File: config.mk
export PLATFORM = sky130hd
export DESIGN_NAME = cps_core_seq
export DESIGN_NICKNAME = d
export VERILOG_FILES = /design/src/cps_pkg.sv /design/src/cps_core_seq.sv
export SDC_FILE = /design/constraint.sdc
export NUM_CORES = 1
export LEC_CHECK = 0
export CORE_MARGIN = 1
export CORE_UTILIZATION = 30
export CTS_BUF_LIST = sky130_fd_sc_hd__clkbuf_4
export DETAILED_ROUTE_END_ITERATION = 7
export DONT_BUFFER_PORTS = 1
export PLACE_DENSITY = 0.42
export SYNTH_ARGS = -nofsm -noshare
export SYNTH_HDL_FRONTEND = slang
export SYNTH_SLANG_ARGS = --single-unit
File: constraint.sdc
create_clock -name aclk -period 9.65 [get_ports aclk]
set_input_delay 0.965 -clock aclk [delete_from_list [all_inputs] [get_ports aclk]]
set_output_delay 0.965 -clock aclk [all_outputs]
set_load 0.1 [all_outputs]
File: src/cps_pkg.sv
package cps_pkg;
   // Register byte offsets on the AXI4-Lite slave
   localparam logic [7:0]  OFS_CTRL       = 8'h00;
   localparam logic [7:0]  OFS_STATUS     = 8'h04;
   localparam logic [7:0]  OFS_BLOCK_CNT  = 8'h08;
   localparam logic [7:0]  OFS_LAST_VEC   = 8'h0c;
   localparam int          CTRL_IRQ_EN    = 0;
   localparam logic        CTRL_RESET     = 1'b1;
   localparam logic [1:0]  RESP_OKAY      = 2'b00;
   localparam logic [1:0]  RESP_SLVERR    = 2'b10;
   // Non-secure register windows
   localparam logic [15:0] DIRECT_REG_LO  = 16'h0000;
   localparam logic [15:0] DIRECT_REG_HI  = 16'h003f;
   localparam logic [15:0] HIGH_REG_LO    = 16'h1800;
   localparam logic [15:0] HIGH_REG_HI    = 16'h18ff;
   // Vectors
   localparam logic [15:0] RESET_VEC      = 16'hfffe;
   localparam logic [15:0] SOFT_TRAP_VEC  = 16'hfffc;
   localparam int          FLG_I_BIT      = 3;
   localparam logic [7:0]  BLOCKED_DATA   = 8'h00;

   typedef enum logic [3:0] {
      CPS_RESET, CPS_RUN, CPS_PLO, CPS_PHI, CPS_XL, CPS_ACC, CPS_FLG,
      CPS_VHI, CPS_VLO, CPS_FREE, CPS_Q1, CPS_Q2, CPS_Q3
   } cps_state_t;
endpackage : cps_pkg

File: src/cps_core_seq.sv
// Notes on behaviour
// [RQ1] Secure mode comes only from one external input; restrictions apply while it is high.
// [RQ2] RAM, flash, EEPROM are secure; direct-page and high-page registers are non-secure.
// [RQ3] Every program fetch is tagged secure or non-secure by its source memory.
// [RQ4] Secure-mode data read of secure memory gives zero for non-secure code or debug.
// [RQ5] Secure-mode write to secure memory is dropped for non-secure code or debug.
// [RQ6] Stacking writes during interrupt entry are never dropped.
// [RQ7] Code tagged secure reads and writes all memory freely.
// [RQ8] Debug port accesses to non-secure memory are always allowed.
// [RQ9] With secure mode off, every access is allowed.
// [RQ10] Any reset event abandons the current operation at once.
// [RQ11] Reset ends only when source detection is done and the reset pin is released.
// [RQ12] After reset, six cycles fetch the reset vector bytes and fill the queue.
// [RQ13] Interrupts are taken only at an instruction boundary, return point is next instruction.
// [RQ14] Vector comes from the highest pending interrupt at entry, else soft trap sequence; the code takes the soft trap vector whenever a trap is requested.
// [RQ15] Entry pushes PC low, PC high, X, A, flags in that order.
// [RQ16] The interrupt mask is set once the flags register is stacked.
// [RQ17] Then vector high, vector low, one free cycle, three program fetches.
// [RQ18] The upper index byte is not stacked.
// [RQ19] The soft trap runs the same entry at a boundary and ignores the mask.
// [RQ20] Interrupt logic holds its vector stable from entry until both vector bytes are read.
`timescale 1ns/1ps
module cps_core_seq (
   // Clock and reset
   input  wire logic        aclk,
   input  wire logic        aresetn,
   // AXI4-Lite slave
   input  wire logic [7:0]  s_axi_awaddr,
   input  wire logic        s_axi_awvalid,
   output logic             s_axi_awready,
   input  wire logic [31:0] s_axi_wdata,
   input  wire logic [3:0]  s_axi_wstrb,
   input  wire logic        s_axi_wvalid,
   output logic             s_axi_wready,
   output logic [1:0]       s_axi_bresp,
   output logic             s_axi_bvalid,
   input  wire logic        s_axi_bready,
   input  wire logic [7:0]  s_axi_araddr,
   input  wire logic        s_axi_arvalid,
   output logic             s_axi_arready,
   output logic [31:0]      s_axi_rdata,
   output logic [1:0]       s_axi_rresp,
   output logic             s_axi_rvalid,
   input  wire logic        s_axi_rready,
   // Security and reset sources
   input  wire logic        secure_mode_in,
   input  wire logic        reset_pin_n,
   input  wire logic        por_event,
   input  wire logic        watchdog_timer_reset,
   input  wire logic        reset_source_done,
   // Core state and requests
   input  wire logic        instr_boundary,
   input  wire logic        soft_trap_instruction,
   input  wire logic        irq_pending,
   input  wire logic [15:0] irq_vector_addr,
   input  wire logic [15:0] core_pc,
   input  wire logic [15:0] core_sp,
   input  wire logic [7:0]  core_x,
   input  wire logic [7:0]  core_a,
   input  wire logic [7:0]  condition_flags_register,
   // Core memory access
   input  wire logic        acc_valid,
   input  wire logic        acc_write,
   input  wire logic        acc_fetch,
   input  wire logic        acc_opcode,
   input  wire logic        acc_debug,
   input  wire logic [15:0] acc_addr,
   input  wire logic [7:0]  acc_wdata,
   output logic [7:0]       cpu_rdata,
   output logic             cpu_rvalid,
   output logic             cpu_rtag_secure,
   // Memory arrays
   output logic             mem_req,
   output logic             mem_we,
   output logic [15:0]      mem_addr,
   output logic [7:0]       mem_wdata,
   input  wire logic        mem_rvalid,
   input  wire logic [7:0]  mem_rdata,
   // Sequencer results
   output logic             core_hold,
   output logic             set_imask,
   output logic             pc_load,
   output logic [15:0]      pc_load_value
);
   import cps_pkg::*;

   cps_state_t  state, next_state;
   logic        sec_s1, sec_s2, pin_s1, pin_s2;
   logic        irq_entry, instr_secure, irq_en;
   logic [15:0] vec_base, fetch_ptr, block_cnt, last_vec;
   logic [7:0]  vec_hi;
   logic        rd_blk_q, rd_tag_q, rd_blk_q2, rd_tag_q2, rd_q;
   logic        reset_event, take_irq, take_trap;
   logic        next_req, next_we, next_fetch, next_opc, next_dbg, next_stack;
   logic [15:0] next_addr;
   logic [7:0]  next_wdata;
   logic        region, deny_rd, deny_wr, denied;

   // Pin synchronisers
   always_ff @(posedge aclk) begin
      if (!aresetn) begin
         sec_s1 <= 1'b0;
         sec_s2 <= 1'b0;
         pin_s1 <= 1'b0;
         pin_s2 <= 1'b0;
      end else begin
         sec_s1 <= secure_mode_in;
         sec_s2 <= sec_s1;       // [RQ1]
         pin_s1 <= reset_pin_n;
         pin_s2 <= pin_s1;
      end
   end

   assign reset_event = por_event | watchdog_timer_reset | ~pin_s2;
   assign take_trap   = instr_boundary & soft_trap_instruction;                              // [RQ19]
   assign take_irq    = instr_boundary & irq_pending & irq_en & ~condition_flags_register[FLG_I_BIT]; // [RQ13]

   // Sequencer state
   always_comb begin
      next_state = state;
      case (state)
         CPS_RESET: if (!reset_event && reset_source_done) next_state = CPS_VHI;  // [RQ11]
         CPS_RUN:   if (take_trap || take_irq) next_state = CPS_PLO;
         CPS_PLO:   next_state = CPS_PHI;
         CPS_PHI:   next_state = CPS_XL;
         CPS_XL:    next_state = CPS_ACC;
         CPS_ACC:   next_state = CPS_FLG;
         CPS_FLG:   next_state = CPS_VHI;
         CPS_VHI:   next_state = CPS_VLO;
         CPS_VLO:   next_state = CPS_FREE;
         CPS_FREE:  next_state = CPS_Q1;
         CPS_Q1:    next_state = CPS_Q2;
         CPS_Q2:    next_state = CPS_Q3;
         CPS_Q3:    next_state = CPS_RUN;
         default:   next_state = CPS_RESET;
      endcase
      if (reset_event) next_state = CPS_RESET;                                    // [RQ10]
   end

   always_ff @(posedge aclk) begin
      if (!aresetn) begin
         state     <= CPS_RESET;
         core_hold <= 1'b1;
         irq_entry <= 1'b0;
         vec_base  <= RESET_VEC;
         set_imask <= 1'b0;
      end else begin
         state     <= next_state;
         core_hold <= (next_state != CPS_RUN);
         set_imask <= (state == CPS_FLG) && !reset_event;                         // [RQ16]
         if (state == CPS_RESET) begin
            irq_entry <= 1'b0;
            vec_base  <= RESET_VEC;
         end else if (state == CPS_RUN && next_state == CPS_PLO) begin
            irq_entry <= 1'b1;
            vec_base  <= take_trap ? SOFT_TRAP_VEC : irq_vector_addr;             // [RQ14]
         end
      end
   end

   // Access source and security gating
   always_comb begin
      next_req   = 1'b0;
      next_we    = 1'b0;
      next_fetch = 1'b0;
      next_opc   = 1'b0;
      next_dbg   = 1'b0;
      next_stack = 1'b0;
      next_addr  = 16'h0000;
      next_wdata = 8'h00;
      case (state)
         CPS_PLO, CPS_PHI, CPS_XL, CPS_ACC, CPS_FLG: begin
            next_req   = 1'b1;
            next_we    = 1'b1;
            next_stack = 1'b1;
            // Upper index byte deliberately not pushed  [RQ18]
            case (state)
               CPS_PLO: {next_addr, next_wdata} = {core_sp, core_pc[7:0]};                       // [RQ15]
               CPS_PHI: {next_addr, next_wdata} = {core_sp - 16'h0001, core_pc[15:8]};
               CPS_XL:  {next_addr, next_wdata} = {core_sp - 16'h0002, core_x};
               CPS_ACC: {next_addr, next_wdata} = {core_sp - 16'h0003, core_a};
               default: {next_addr, next_wdata} = {core_sp - 16'h0004, condition_flags_register};
            endcase
         end
         CPS_VHI: begin
            next_req   = 1'b1;
            next_fetch = 1'b1;
            next_addr  = vec_base;                                                // [RQ12]
         end
         CPS_VLO: begin
            next_req   = 1'b1;
            next_fetch = 1'b1;
            next_addr  = vec_base + 16'h0001;                                     // [RQ17]
         end
         CPS_Q1: begin
            next_req   = 1'b1;
            next_fetch = 1'b1;
            next_opc   = 1'b1;
            next_addr  = {vec_hi, mem_rdata};
         end
         CPS_Q2, CPS_Q3: begin
            next_req   = 1'b1;
            next_fetch = 1'b1;
            next_addr  = fetch_ptr;
         end
         CPS_RUN: begin
            next_req   = acc_valid;
            next_we    = acc_write;
            next_fetch = acc_fetch & ~acc_write;
            next_opc   = acc_opcode;
            next_dbg   = acc_debug;
            next_addr  = acc_addr;
            next_wdata = acc_wdata;
         end
         default: next_req = 1'b0;
      endcase
      region  = !((next_addr >= DIRECT_REG_LO && next_addr <= DIRECT_REG_HI) ||
                  (next_addr >= HIGH_REG_LO && next_addr <= HIGH_REG_HI));        // [RQ2]
      // Secure mode off leaves every access open  [RQ9]
      // Secure code and debug to register space pass  [RQ7] [RQ8]
      deny_rd = sec_s2 && region && !next_fetch && (!instr_secure || next_dbg);   // [RQ4]
      deny_wr = sec_s2 && region && !next_stack && (!instr_secure || next_dbg);   // [RQ5] [RQ6]
      denied  = next_req && (next_we ? deny_wr : deny_rd);
   end

   always_ff @(posedge aclk) begin
      if (!aresetn) begin
         mem_req   <= 1'b0;
         mem_we    <= 1'b0;
         mem_addr  <= 16'h0000;
         mem_wdata <= 8'h00;
         rd_q      <= 1'b0;
         rd_blk_q  <= 1'b0;
         rd_tag_q  <= 1'b0;
      end else begin
         // Blocked write never reaches the array; blocked read is masked on return
         mem_req   <= next_req && !(next_we && deny_wr);
         mem_we    <= next_req && next_we && !deny_wr;
         mem_addr  <= next_addr;
         mem_wdata <= next_wdata;
         rd_q      <= next_req && !next_we;
         rd_blk_q  <= deny_rd;
         rd_tag_q  <= region;                                                     // [RQ3]
      end
   end

   // Current instruction tag, vector capture, queue pointer
   always_ff @(posedge aclk) begin
      if (!aresetn) begin
         instr_secure <= 1'b0;
         vec_hi       <= 8'h00;
         fetch_ptr    <= 16'h0000;
      end else begin
         if (next_req && next_fetch && next_opc) instr_secure <= region;         // [RQ3]
         if (state == CPS_FREE && mem_rvalid) vec_hi <= mem_rdata;
         if (state == CPS_Q1) fetch_ptr <= {vec_hi, mem_rdata} + 16'h0001;
         else if (state == CPS_Q2) fetch_ptr <= fetch_ptr + 16'h0001;
      end
   end

   always_ff @(posedge aclk) begin
      if (!aresetn) begin
         rd_blk_q2       <= 1'b0;
         rd_tag_q2       <= 1'b0;
         cpu_rvalid      <= 1'b0;
         cpu_rdata       <= 8'h00;
         cpu_rtag_secure <= 1'b0;
         pc_load         <= 1'b0;
         pc_load_value   <= 16'h0000;
      end else begin
         rd_blk_q2       <= rd_blk_q && rd_q;
         rd_tag_q2       <= rd_tag_q;
         cpu_rvalid      <= mem_rvalid;
         cpu_rdata       <= rd_blk_q2 ? BLOCKED_DATA : mem_rdata;                 // [RQ4]
         cpu_rtag_secure <= rd_tag_q2;
         pc_load         <= (state == CPS_Q1) && !reset_event;
         if (state == CPS_Q1) pc_load_value <= {vec_hi, mem_rdata};
      end
   end

   // AXI4-Lite slave
   logic        aw_held, w_held;
   logic [7:0]  aw_q;
   logic [31:0] w_q;
   logic [3:0]  ws_q;
   logic        do_wr, clr_cnt;
   assign do_wr   = aw_held && w_held && !s_axi_bvalid;
   assign clr_cnt = do_wr && aw_q == OFS_BLOCK_CNT && ws_q[0];

   always_ff @(posedge aclk) begin
      if (!aresetn) begin
         aw_held       <= 1'b0;
         w_held        <= 1'b0;
         aw_q          <= 8'h00;
         w_q           <= 32'h0000_0000;
         ws_q          <= 4'h0;
         s_axi_awready <= 1'b1;
         s_axi_wready  <= 1'b1;
         s_axi_bvalid  <= 1'b0;
         s_axi_bresp   <= RESP_OKAY;
         irq_en        <= CTRL_RESET;
      end else begin
         if (s_axi_awvalid && s_axi_awready) begin
            aw_held       <= 1'b1;
            aw_q          <= s_axi_awaddr;
            s_axi_awready <= 1'b0;
         end
         if (s_axi_wvalid && s_axi_wready) begin
            w_held       <= 1'b1;
            w_q          <= s_axi_wdata;
            ws_q         <= s_axi_wstrb;
            s_axi_wready <= 1'b0;
         end
         if (do_wr) begin
            s_axi_bvalid <= 1'b1;
            s_axi_bresp  <= (aw_q == OFS_CTRL || aw_q == OFS_BLOCK_CNT) ? RESP_OKAY : RESP_SLVERR;
            if (aw_q == OFS_CTRL && ws_q[0]) irq_en <= w_q[CTRL_IRQ_EN];
         end
         if (s_axi_bvalid && s_axi_bready) begin
            s_axi_bvalid  <= 1'b0;
            aw_held       <= 1'b0;
            w_held        <= 1'b0;
            s_axi_awready <= 1'b1;
            s_axi_wready  <= 1'b1;
         end
      end
   end

   always_ff @(posedge aclk) begin
      if (!aresetn) begin
         s_axi_arready <= 1'b1;
         s_axi_rvalid  <= 1'b0;
         s_axi_rdata   <= 32'h0000_0000;
         s_axi_rresp   <= RESP_OKAY;
      end else if (s_axi_arvalid && s_axi_arready) begin
         s_axi_arready <= 1'b0;
         s_axi_rvalid  <= 1'b1;
         s_axi_rresp   <= RESP_OKAY;
         case (s_axi_araddr)
            OFS_CTRL:      s_axi_rdata <= {31'h0, irq_en};
            OFS_STATUS:    s_axi_rdata <= {24'h0, state, core_hold, irq_entry, instr_secure, sec_s2};
            OFS_BLOCK_CNT: s_axi_rdata <= {16'h0, block_cnt};
            OFS_LAST_VEC:  s_axi_rdata <= {16'h0, last_vec};
            default: begin
               s_axi_rdata <= 32'h0000_0000;
               s_axi_rresp <= RESP_SLVERR;
            end
         endcase
      end else if (s_axi_rvalid && s_axi_rready) begin
         s_axi_rvalid  <= 1'b0;
         s_axi_arready <= 1'b1;
      end
   end

   // Blocked-access counter: a clear and a new block in the same cycle leave a count of one
   always_ff @(posedge aclk) begin
      if (!aresetn) begin
         block_cnt <= 16'h0000;
         last_vec  <= 16'h0000;
      end else begin
         if (denied) block_cnt <= (clr_cnt ? 16'h0000 : block_cnt) + 16'h0001;
         else if (clr_cnt) block_cnt <= 16'h0000;
         if (state == CPS_Q1) last_vec <= {vec_hi, mem_rdata};
      end
   end

   // Checks
   property p_rd_zero;
      @(posedge aclk) disable iff (!aresetn) mem_rvalid && rd_blk_q2 |=> cpu_rvalid && cpu_rdata == BLOCKED_DATA;
   endproperty
   a_rd_zero: assert property (p_rd_zero) else $error("blocked read returned data"); // [RQ4]
   property p_wr_block;
      @(posedge aclk) disable iff (!aresetn)
         state == CPS_RUN && !reset_event && acc_valid && acc_write && deny_wr |=> !mem_we;
   endproperty
   a_wr_block: assert property (p_wr_block) else $error("blocked write reached memory"); // [RQ5]
   property p_stack_wr;
      @(posedge aclk) disable iff (!aresetn || reset_event)
         state == CPS_PLO |=> mem_we [*5];
   endproperty
   a_stack_wr: assert property (p_stack_wr) else $error("stacking write dropped"); // [RQ6]
   property p_sec_code;
      @(posedge aclk) disable iff (!aresetn)
         state == CPS_RUN && acc_valid && acc_write && instr_secure && !acc_debug |=> mem_we;
   endproperty
   a_sec_code: assert property (p_sec_code) else $error("secure code write dropped"); // [RQ7]
   property p_dbg_ns;
      @(posedge aclk) disable iff (!aresetn)
         state == CPS_RUN && acc_valid && acc_debug && !region |=> mem_req && mem_addr == $past(acc_addr);
   endproperty
   a_dbg_ns: assert property (p_dbg_ns) else $error("debug access to register space blocked"); // [RQ8]
   property p_open;
      @(posedge aclk) disable iff (!aresetn) !sec_s2 |-> !denied;
   endproperty
   a_open: assert property (p_open) else $error("access denied outside secure mode"); // [RQ9]
   property p_abort;
      @(posedge aclk) disable iff (!aresetn) reset_event |=> state == CPS_RESET && core_hold;
   endproperty
   a_abort: assert property (p_abort) else $error("reset did not abort"); // [RQ10]
   property p_reset_end;
      @(posedge aclk) disable iff (!aresetn) state == CPS_RESET && !reset_source_done |=> state == CPS_RESET;
   endproperty
   a_reset_end: assert property (p_reset_end) else $error("reset left early"); // [RQ11]
   property p_rst_vec;
      @(posedge aclk) disable iff (!aresetn)
         state == CPS_VHI && !irq_entry && !reset_event |=> mem_addr == RESET_VEC ##1 mem_addr == RESET_VEC + 16'h0001;
   endproperty
   a_rst_vec: assert property (p_rst_vec) else $error("reset vector address wrong"); // [RQ12]
   property p_order;
      @(posedge aclk) disable iff (!aresetn || reset_event)
         state == CPS_PLO |=> mem_wdata == $past(core_pc[7:0]) ##1 state == CPS_XL ##1 state == CPS_ACC
         ##1 state == CPS_FLG ##1 mem_wdata == $past(condition_flags_register);
   endproperty
   a_order: assert property (p_order) else $error("stacking order wrong"); // [RQ15]
   property p_tail;
      @(posedge aclk) disable iff (!aresetn || reset_event)
         state == CPS_FLG |=> set_imask && state == CPS_VHI ##3 state == CPS_Q1 ##3 !core_hold;
   endproperty
   a_tail: assert property (p_tail) else $error("entry tail wrong"); // [RQ16] [RQ17]
   property p_trap;
      @(posedge aclk) disable iff (!aresetn)
         state == CPS_RUN && !reset_event && take_trap |=> state == CPS_PLO && vec_base == SOFT_TRAP_VEC;
   endproperty
   a_trap: assert property (p_trap) else $error("soft trap not taken"); // [RQ19]
endmodule : cps_core_seq

==> results of run 1 <==
-- stage by stage --
stage,area [µm²],hold WS [ns],power [mW],cells,util [%]
2_1_floorplan,9320,0.412,0.821,1224,-
3_3_place_gp,9510,0.414,0.825,1535,31.7
3_5_place_dp,9510,0.421,0.825,1535,31.7
4_1_cts,9830,0.365,1.30,1567,32.8
5_1_grt,9840,0.363,1.34,1569,32.8
6_report,9840,0.416,1.28,1572,32.9
-- cell usage after synthesis (all sizes together), types with 13 or more instances --
library cell	instances
o21ai	75
xnor2	18
a221oi	15
nand3	71
clkbuf	63
dfxtp	162
and2	29
nor3	33
a31oi	16
inv	21
nor2	112
mux2i	32
nand2	144
or4	13
o211ai	13
a21oi	123
buf	40
a22oi	20
nor2b	13
nand4	24
-- state kept, by name (all words and copies together) (netlist names), 4 cells and up --
| signal | flops |
|---|---|
| aw_q | 8 |
| cpu_rdata | 8 |
| vec_base | 16 |
| s_axi_rdata | 16 |
| mem_addr | 16 |
| vec_hi | 8 |
| mem_wdata | 8 |
| state | 4 |
| fetch_ptr | 16 |
| block_cnt | 16 |
| last_vec | 16 |
-- cells by family after synthesis --
| group | Yosys count |
|---|---|
| AND/OR/NAND/NOR | 498 |
| buffers and inverters | 124 |
| adder cells (fa/ha/maj) | 8 |
| multiplexers | 42 |
| XOR/XNOR | 27 |
| other | 1 |
| AO/OA/AOI/OAI | 345 |
| flip-flops | 162 |
-- per-layer routing --
layer	wire (µm)	part of all wire, %	GRT usage (%)
met1	15600	43	29.0
met2	16900	47	36.8
met3	2640	7.3	5.87
met4	810	2.3	6.91
met5	0	0	0
-- path summary, 6_finish.rpt --
kind         slack [ns]      endpoint       from
max                4.87  block_cnt[2]   state[0]
min                0.42          rd_q  acc_write
max reg2reg        4.87  block_cnt[2]   state[0]
min reg2reg        0.45     rd_tag_q2   rd_tag_q
-- worst reg2reg max path: stages (launching register included) --
cell and delay (ns):
dfxtp_2 0.35, nor2b_1 0.28, and2_1 0.44, inv_1 0.09, ha_1 0.30, a211oi_1 0.76, nand4_1 0.24, xnor2_1 0.21
o221a_2 0.21, o221ai_1 0.15, nor4_1 0.88, o211ai_1 0.38, a31o_2 0.35, a21oi_1 0.12
-- final cells by class --
| type | count | share of cell area (%) |
|---|---|---|
| clock buffers | 17 | 1.30 |
| inverters | 21 | 0.801 |
| flip-flops and latches | 162 | 33.0 |
| clock inverters | 15 | 2.00 |
| diodes | 5 | 0.127 |
| well taps | 390 | 4.96 |
| repair buffers | 24 | 1.83 |
| multi-input cells | 938 | 56.0 |
-- power groups by stage --
stage	sequential (mW)	clock [mW]	combinational, mW
after global placement	0.728	0	0.0968
after global routing	0.715	0.517	0.105
after detailed placement	0.728	0	0.0968
final	0.713	0.473	0.0973
after CTS	0.714	0.490	0.0969
after floorplan	0.729	0	0.0926
==> impl_metrics.tcl, run 1 <==
set metrics [dict create \
    ys_seq_elements 162 \
    first_pass_iters 5 \
    fmax_mhz 209 \
    cp_top_family "compound AO/OA/AOI/OAI gates" \
    worst_setup_path_end_kind "register" \
    syn_area_um2 9250 \
    synthAdderAreaFrac_pct 1.16 \
    clock_sinks 162 \
    yosysTopAreaCell "dfxtp_1" \
    pwr-share-seq_pct 55.6 \
    worst_slack_ns 4.87 \
    io_buffers 0 \
    drt_iter0_markers 639 \
    htree_levels 4 \
    maxSlewViolCount 0 \
    nFillCells 3293 \
    grt_overflow 0 \
    start_util_pct 30.9 \
    required_ns 10.20 \
    layout_commonest_cell "dfxtp_1" \
    finalSetupViolations 0 \
    synthDominantCellAreaShare_pct 35.0 \
    crit_buf_inv 1 \
    switchingPower_mw 0.394 \
    layout-drive-gt1-share_pct 7.31 \
    cts_buffers 17 \
    syn_avg_cell_area_um2 7.67 \
    hold_class "in2reg" \
    cp_cell_sequence "nor2b_1 -> and2_1 -> inv_1 -> ha_1 -> a211oi_1 -> nand4_1 -> xnor2_1 -> o221a_2 -> o221ai_1 -> nor4_1 -> o211ai_1 -> a31o_2 -> a21oi_1" \
    slew_headroom_pct 20.2 \
    maxCapViolCount 0 \
    area_delta_synth_final_pct 6.37 \
    criticalPathCategory "reg2reg" \
    die-area_um2 31600 \
    crit_cells 13 \
    fin_crit_ns 4.78 \
    tightest_slew_ns 1.19 \
    synth.mux.area_fraction_pct 4.80 \
    grt_max_degree 86 \
    p_per_area_nw_per_um2 130 \
    irDropWorstVdd_mv 0.0874 \
    cts_hold_buf 0 \
    hold_violations 0 \
    syn_inst 1207 \
    gp_congestion 0.908 \
    grt_pass1_wl_um 52800 \
    p_sw_share_pct 30.7 \
    seq_area_um2 3240 \
    synth_top_family_by_area "simple AND/OR/NAND/NOR gates" \
    antenna_found_initial 4 \
    multi_input_area_um2 5520 \
    critical_path.max_stage_delay_ns 0.88 \
    num_rows 63 \
    place_ws_ns 4.93 \
    cts_resized 0 \
    async_reset_ff_share_pct 0 \
    antenna_left 0 \
    dpl.hpwl_um 26700 \
    clock_path_buffers 2 \
    p_int_mw 0.889 \
    worst_setup_path_start_kind "register" \
    synthTopCellsByArea "dfxtp_1 35%, a21oi_1 6.7%, nand2_1 5.8%, nor2_1 4.5%, o21ai_0 3.9%" \
    skew_ns 0.0287 \
    cts_tree "yes" \
    p_leak_nw 3.31 \
    fin_crit_sh_pct 49.6 \
    path_max_fanout 8 \
    rsz0062_at_grt "no" \
    io_pins 273 \
    outcome "finished, final reports clean" \
    ys_types 86 \
    clkPwrFrac_pct 36.8 \
    wl_per_cell_um 22.9 \
    routed-via-count 9020 \
    finalSetupTns_ns 0 \
    post_cts_buffers 0 \
    clock_latency_ns 0.61 \
    worstHoldPathCells 1 \
    reg2reg_depth 13 \
    cp_slowest_cell "nor4_1" \
    clkTransAtPathRegs_ns 0.16 \
    synth-edff-count 0 \
    synth-xor-area-share_pct 2.56 \
    die_height_um 178 \
    route.detailed.drc 0 \
    yosysSeqAreaShare_pct 35.0 \
    core_area_um2 30000 \
    worstPathArrival_ns 5.33 \
    avgViaCountPerCell 5.74 \
    ys_warn_count 0 \
    first_global_vias 8404 \
    synth-compound-area-share_pct 23.8 \
    p_comb_share_pct 7.6 \
    routed_wl_um 35900 \
    cts_root_buf "clkbuf_4" \
    die_w_um 178 \
    fin_nets 1349 \
    final_cell_mix "161 x dfxtp_1, 144 x nand2_1, 123 x a21oi_1, 112 x nor2_1, 72 x o21ai_0" \
    synth_flop_cell "dfxtp_1" \
    yosys.area_share.simple_pct 26.3 \
    track_usage_pct 22.6 \
]
No activity file was read; power rests on OpenSTA's default activity.
==> run 2: changes to the inputs <==
--- a/config.mk
+++ b/config.mk
@@ -10,7 +10,7 @@
 export CTS_BUF_LIST = sky130_fd_sc_hd__clkbuf_4
 export DETAILED_ROUTE_END_ITERATION = 7
 export DONT_BUFFER_PORTS = 1
-export PLACE_DENSITY = 0.42
+export PLACE_DENSITY = 0.43
 export SYNTH_ARGS = -nofsm -noshare
 export SYNTH_HDL_FRONTEND = slang
 export SYNTH_SLANG_ARGS = --single-unit
==> constraint.sdc (replaced) <==
create_clock -name aclk -period 4.04 [get_ports aclk]
set_input_delay 0.404 -clock aclk [delete_from_list [all_inputs] [get_ports aclk]]
set_output_delay 0.404 -clock aclk [all_outputs]
set_load 0.1 [all_outputs]
==> impl_metrics.tcl, run 2 (synthesis gave the netlist of run 1 again) <==
set metrics [dict create \
    fin_crit_ns 3.76 \
    nFillCells 3195 \
    grt_pass1_wl_um 55000 \
    irDropWorstVdd_mv 0.193 \
    slew_headroom_pct 22.6 \
    antenna_left 0 \
    maxSlewViolCount 0 \
    io_buffers 0 \
    hold_violations 0 \
    final_cell_mix "161 x dfxtp_1, 144 x nand2_1, 123 x a21oi_1, 112 x nor2_1, 72 x o21ai_0" \
    clock_sinks 162 \
    finalNonFillerCells 1662 \
    fmax_mhz 266 \
    num_rows 63 \
    fin_crit_sh_pct 93.0 \
    die_height_um 178 \
    finalSetupTns_ns 0 \
    worst_slack_ns 0.284 \
    place_inst 1567 \
    outcome "finished, final reports clean" \
    drt_iter0_markers 709 \
    whs_ns 0.0370 \
    cts_buffers 17 \
    routed_wl_um 37200 \
    multi_input_area_um2 5520 \
    postLayoutCoreUtil_pct 35.5 \
    maxCapViolCount 0 \
    layout-drive-gt1-share_pct 9.46 \
    core_area_um2 30000 \
    cts_tree "yes" \
    die-area_um2 31600 \
    grt_max_degree 52 \
    tightest_slew_ns 1.16 \
    grt_overflow 0 \
    hold_class "in2reg" \
    route.detailed.drc 0 \
    fin_nets 1441 \
    cts_root_buf "clkbuf_4" \
    p_total_mw 3.01 \
    antenna_found_initial 4 \
    wl_per_cell_um 22.4 \
    first_global_vias 8807 \
    dpl.hpwl_um 27500 \
    worst_setup_path_end_kind "register" \
    routed-via-count 9298 \
    start_util_pct 30.9 \
    io_pins 273 \
    die_w_um 178 \
    clkTransAtPathRegs_ns 0.15 \
    track_usage_pct 23.5 \
    clock_path_buffers 2 \
    post_cts_buffers 0 \
    required_ns 4.53 \
    placed_area_um2 9750 \
    criticalPathCategory "reg2reg" \
    p_leak_nw 3.68 \
    area_delta_synth_final_pct 14.9 \
    seq_area_um2 3240 \
    first_pass_iters 5 \
    worst_setup_path_start_kind "register" \
    stdcell_area_um2 10600 \
    layout_commonest_cell "dfxtp_1" \
    clock_latency_ns 0.62 \
    finalSetupViolations 0 \
    worstPathArrival_ns 4.24 \
    gp_congestion 0.922 \
    skew_ns 0.0303 \
    htree_levels 4 \
    rsz0062_at_grt "no" \
    path_max_fanout 21 \
    p_per_area_nw_per_um2 283 \
    place_ws_ns 0.324 \
    avgViaCountPerCell 5.59 \
]
==> run 2: cell count changes in the layout (fill, tap and decap cells not counted), sizes merged, moves of 2 or more <==
cell	delta
inv	-2
diode	-2
bufinv	-2
dlygate4sd3	+60
buf	+32
clkbuf	+3
clkinvlp	+2
==> run 2: critical path, cell delays in order (launching register included) <==
cell and delay (ns):
dfxtp_2 0.35, nor2b_1 0.22, and2_1 0.24, fa_1 0.24, nor2b_1 0.06, o32a_1 0.37
a2111oi_2 0.42, xnor2_1 0.21, o221ai_1 0.17, or4_1 0.69, a211oi_2 0.20, buf_4 0.26
or4_1 0.15, a21oi_1 0.05
==> run 2: path summary, 6_finish.rpt <==
check / cells after the start / to / slack, ns / from
max reg2reg: 13 / block_cnt[9] / 0.28 / state[0]
min reg2reg: 1 / rd_tag_q2 / 0.45 / rd_tag_q
max: 13 / block_cnt[9] / 0.28 / state[0]
min: 2 / last_vec[1] / 0.04 / mem_rdata[1]
==> run 2: power by group <==
group          switching [mW]  internal (mW)  total (mW)
combinational           0.203         0.0949       0.298
clock                   0.669          0.341        1.01
sequential             0.0804           1.62        1.70
total                   0.952           2.06        3.01
==> run 2: cell type report <==
cell class,count,area share (%)
Multi-Input combinational cell,938,51.9
Sequential cell,162,30.5
Timing Repair Buffer,116,9.60
Tap cell,390,4.59
Clock buffer,20,1.41
Clock inverter,12,1.18
Inverter,21,0.741
Antenna cell,3,0.0706
==> run 2: repair_timing <==
item                       CTS  global route
hold endpoints to repair    82             0
setup endpoints to repair    0             1
gates resized for setup      0             1
hold buffers                60             0
==> run 2: routing by layer <==
metal / vias to the layer above / routed length, µm / track usage [%]
met5: - / 17 / 0
met4: 2 / 493 / 5.66
met3: 29 / 2230 / 4.84
met2: 301 / 18400 / 40.1
met1: 4482 / 16100 / 30.1
li1: 4484 / - / -
==> run 3: changes to the inputs <==
--- a/config.mk
+++ b/config.mk
@@ -10,6 +10,7 @@
 export CTS_BUF_LIST = sky130_fd_sc_hd__clkbuf_4
 export DETAILED_ROUTE_END_ITERATION = 7
 export DONT_BUFFER_PORTS = 1
+export MAX_ROUTING_LAYER = met4
 export PLACE_DENSITY = 0.43
 export SYNTH_ARGS = -nofsm -noshare
 export SYNTH_HDL_FRONTEND = slang
==> impl_metrics.tcl, run 3 (synthesis gave the netlist of run 1 again) <==
set metrics [dict create \
    first_pass_iters 5 \
    criticalPathCategory "reg2reg" \
    worst_setup_path_start_kind "register" \
    maxCapViolCount 0 \
    fin_crit_sh_pct 95.1 \
    routed_wl_um 37600 \
    io_buffers 0 \
    dpl.hpwl_um 27800 \
    worst_setup_path_end_kind "register" \
    outcome "finished, final reports clean" \
    antenna_left 0 \
    hold_violations 0 \
    postLayoutCoreUtil_pct 35.6 \
    clock_path_buffers 2 \
    min_from "mem_rdata[4]" \
    tightest_slew_ns 1.16 \
    grt_overflow 0 \
    route.detailed.drc 0 \
    cts_buffers 17 \
    p_per_area_nw_per_um2 280 \
    p_leak_nw 3.68 \
    finalSetupTns_ns 0 \
    start_util_pct 30.9 \
    die-area_um2 31600 \
    clock_sinks 162 \
    r2r-start "state[0]" \
    layout-drive-gt1-share_pct 9.36 \
    die_height_um 178 \
    fin_nets 1444 \
    fmax_mhz 260 \
    path_max_fanout 21 \
    first_global_vias 8842 \
    htree_levels 4 \
    die_w_um 178 \
    num_rows 63 \
    fin_crit_ns 3.84 \
    rsz0062_at_grt "no" \
    required_ns 4.57 \
    slew_headroom_pct 22.8 \
    worstPathArrival_ns 4.37 \
    cts_root_buf "clkbuf_4" \
    hold_class "in2reg" \
    clkTransAtPathRegs_ns 0.16 \
    clkPwrFrac_pct 33.0 \
    p_comb_share_pct 10.0 \
    io_pins 273 \
    layout_commonest_cell "dfxtp_1" \
    avgViaCountPerCell 5.61 \
    antenna_found_initial 5 \
    routed-via-count 9342 \
    skew_ns 0.0353 \
    irDropWorstVdd_mv 0.184 \
    gp_congestion 0.940 \
    nFillCells 3250 \
    wl_per_cell_um 22.6 \
    crit_path_start "state[0]" \
    core_area_um2 30000 \
    rrSetupSlack_ns 0.20 \
    drt_iter0_markers 796 \
    area_delta_synth_final_pct 15.4 \
    reg2reg_depth 14 \
    cts_tree "yes" \
    switchingPower_mw 0.947 \
    p_int_mw 2.04 \
    finalSetupViolations 0 \
    pwr-share-seq_pct 56.9 \
    grt_pass1_wl_um 55300 \
    final_cell_mix "161 x dfxtp_1, 144 x nand2_1, 123 x a21oi_1, 112 x nor2_1, 72 x o21ai_0" \
    grt_max_degree 43 \
    post_cts_buffers 0 \
    rr_endpoint "block_cnt[9]" \
    p_sw_share_pct 31.7 \
    maxSlewViolCount 0 \
    p_total_mw 2.98 \
    critPathCapture "block_cnt[9]" \
    track_usage_pct 24.3 \
    clock_latency_ns 0.62 \
]
-- run 3: layout make-up --
type	count	area [µm²]	share of cell area (%)
multi-input cells	938	5530	51.8
clock inverters	13	128	1.20
well taps	390	488	4.57
inverters	21	78.8	0.738
clock buffers	18	135	1.27
flip-flops and latches	162	3240	30.4
repair buffers	119	1060	9.94
diodes	5	12.5	0.117
-- run 3: through the flow --
stage	area, µm²	hold slack (ns)	setup slack (ns)	std cells
finish	10700	0.0540	0.200	1666
global route	10700	0.0196	0.0277	1666
CTS	10700	0.00135	0.146	1661
detailed placement	9770	0.419	0.182	1568
global placement	9770	0.414	0.225	1568
floorplan	9320	0.412	0.00844	1224
-- run 3: critical path, stage by stage, from the launching register on --
cell	delay (ns)
dfxtp_2	0.35
nor2b_2	0.23
and2_1	0.22
inv_1	0.07
ha_1	0.31
a211o_1	0.38
nor3_1	0.25
o21ai_0	0.10
a211oi_1	0.44
o221a_4	0.33
or2_1	0.15
a211oi_2	0.07
buf_4	0.20
or4_1	0.50
a21oi_1	0.15
-- run 3: metal layers --
layer,vias up,global-route usage [%],share of wire [%]
li1,4486,-,-
met1,4462,30.3,43
met2,346,38.9,47
met3,48,5.10,7.4
met4,0,8.19,2.3
met5,-,-,0
-- run 3: repair_timing --
item                                    in CTS  in global routing
endpoints found under the hold margin       83                  0
endpoints found under the setup margin       0                 14
hold buffers                                62                  0
gates resized for setup                      0                  2
-- run 3: worst min-delay path by stage --
stage | endpoint | slack, ns | cells past startpoint
after floorplan | cpu_rtag_secure | 0.41 | 1
after CTS | last_vec[4] | 0.001 | 2
after global routing | last_vec[3] | 0.02 | 2
after detailed placement | pin_s2 | 0.42 | 1
final | last_vec[4] | 0.05 | 2
after global placement | pin_s2 | 0.41 | 1
-- run 3: power by group through the flow --
stage | logic, mW | clock network [mW] | registers, mW
after floorplan | 0.222 | 0 | 1.74
after global placement | 0.243 | 0 | 1.73
after detailed placement | 0.244 | 0 | 1.73
after CTS | 0.298 | 1.02 | 1.70
after global routing | 0.320 | 1.08 | 1.70
final | 0.300 | 0.985 | 1.70
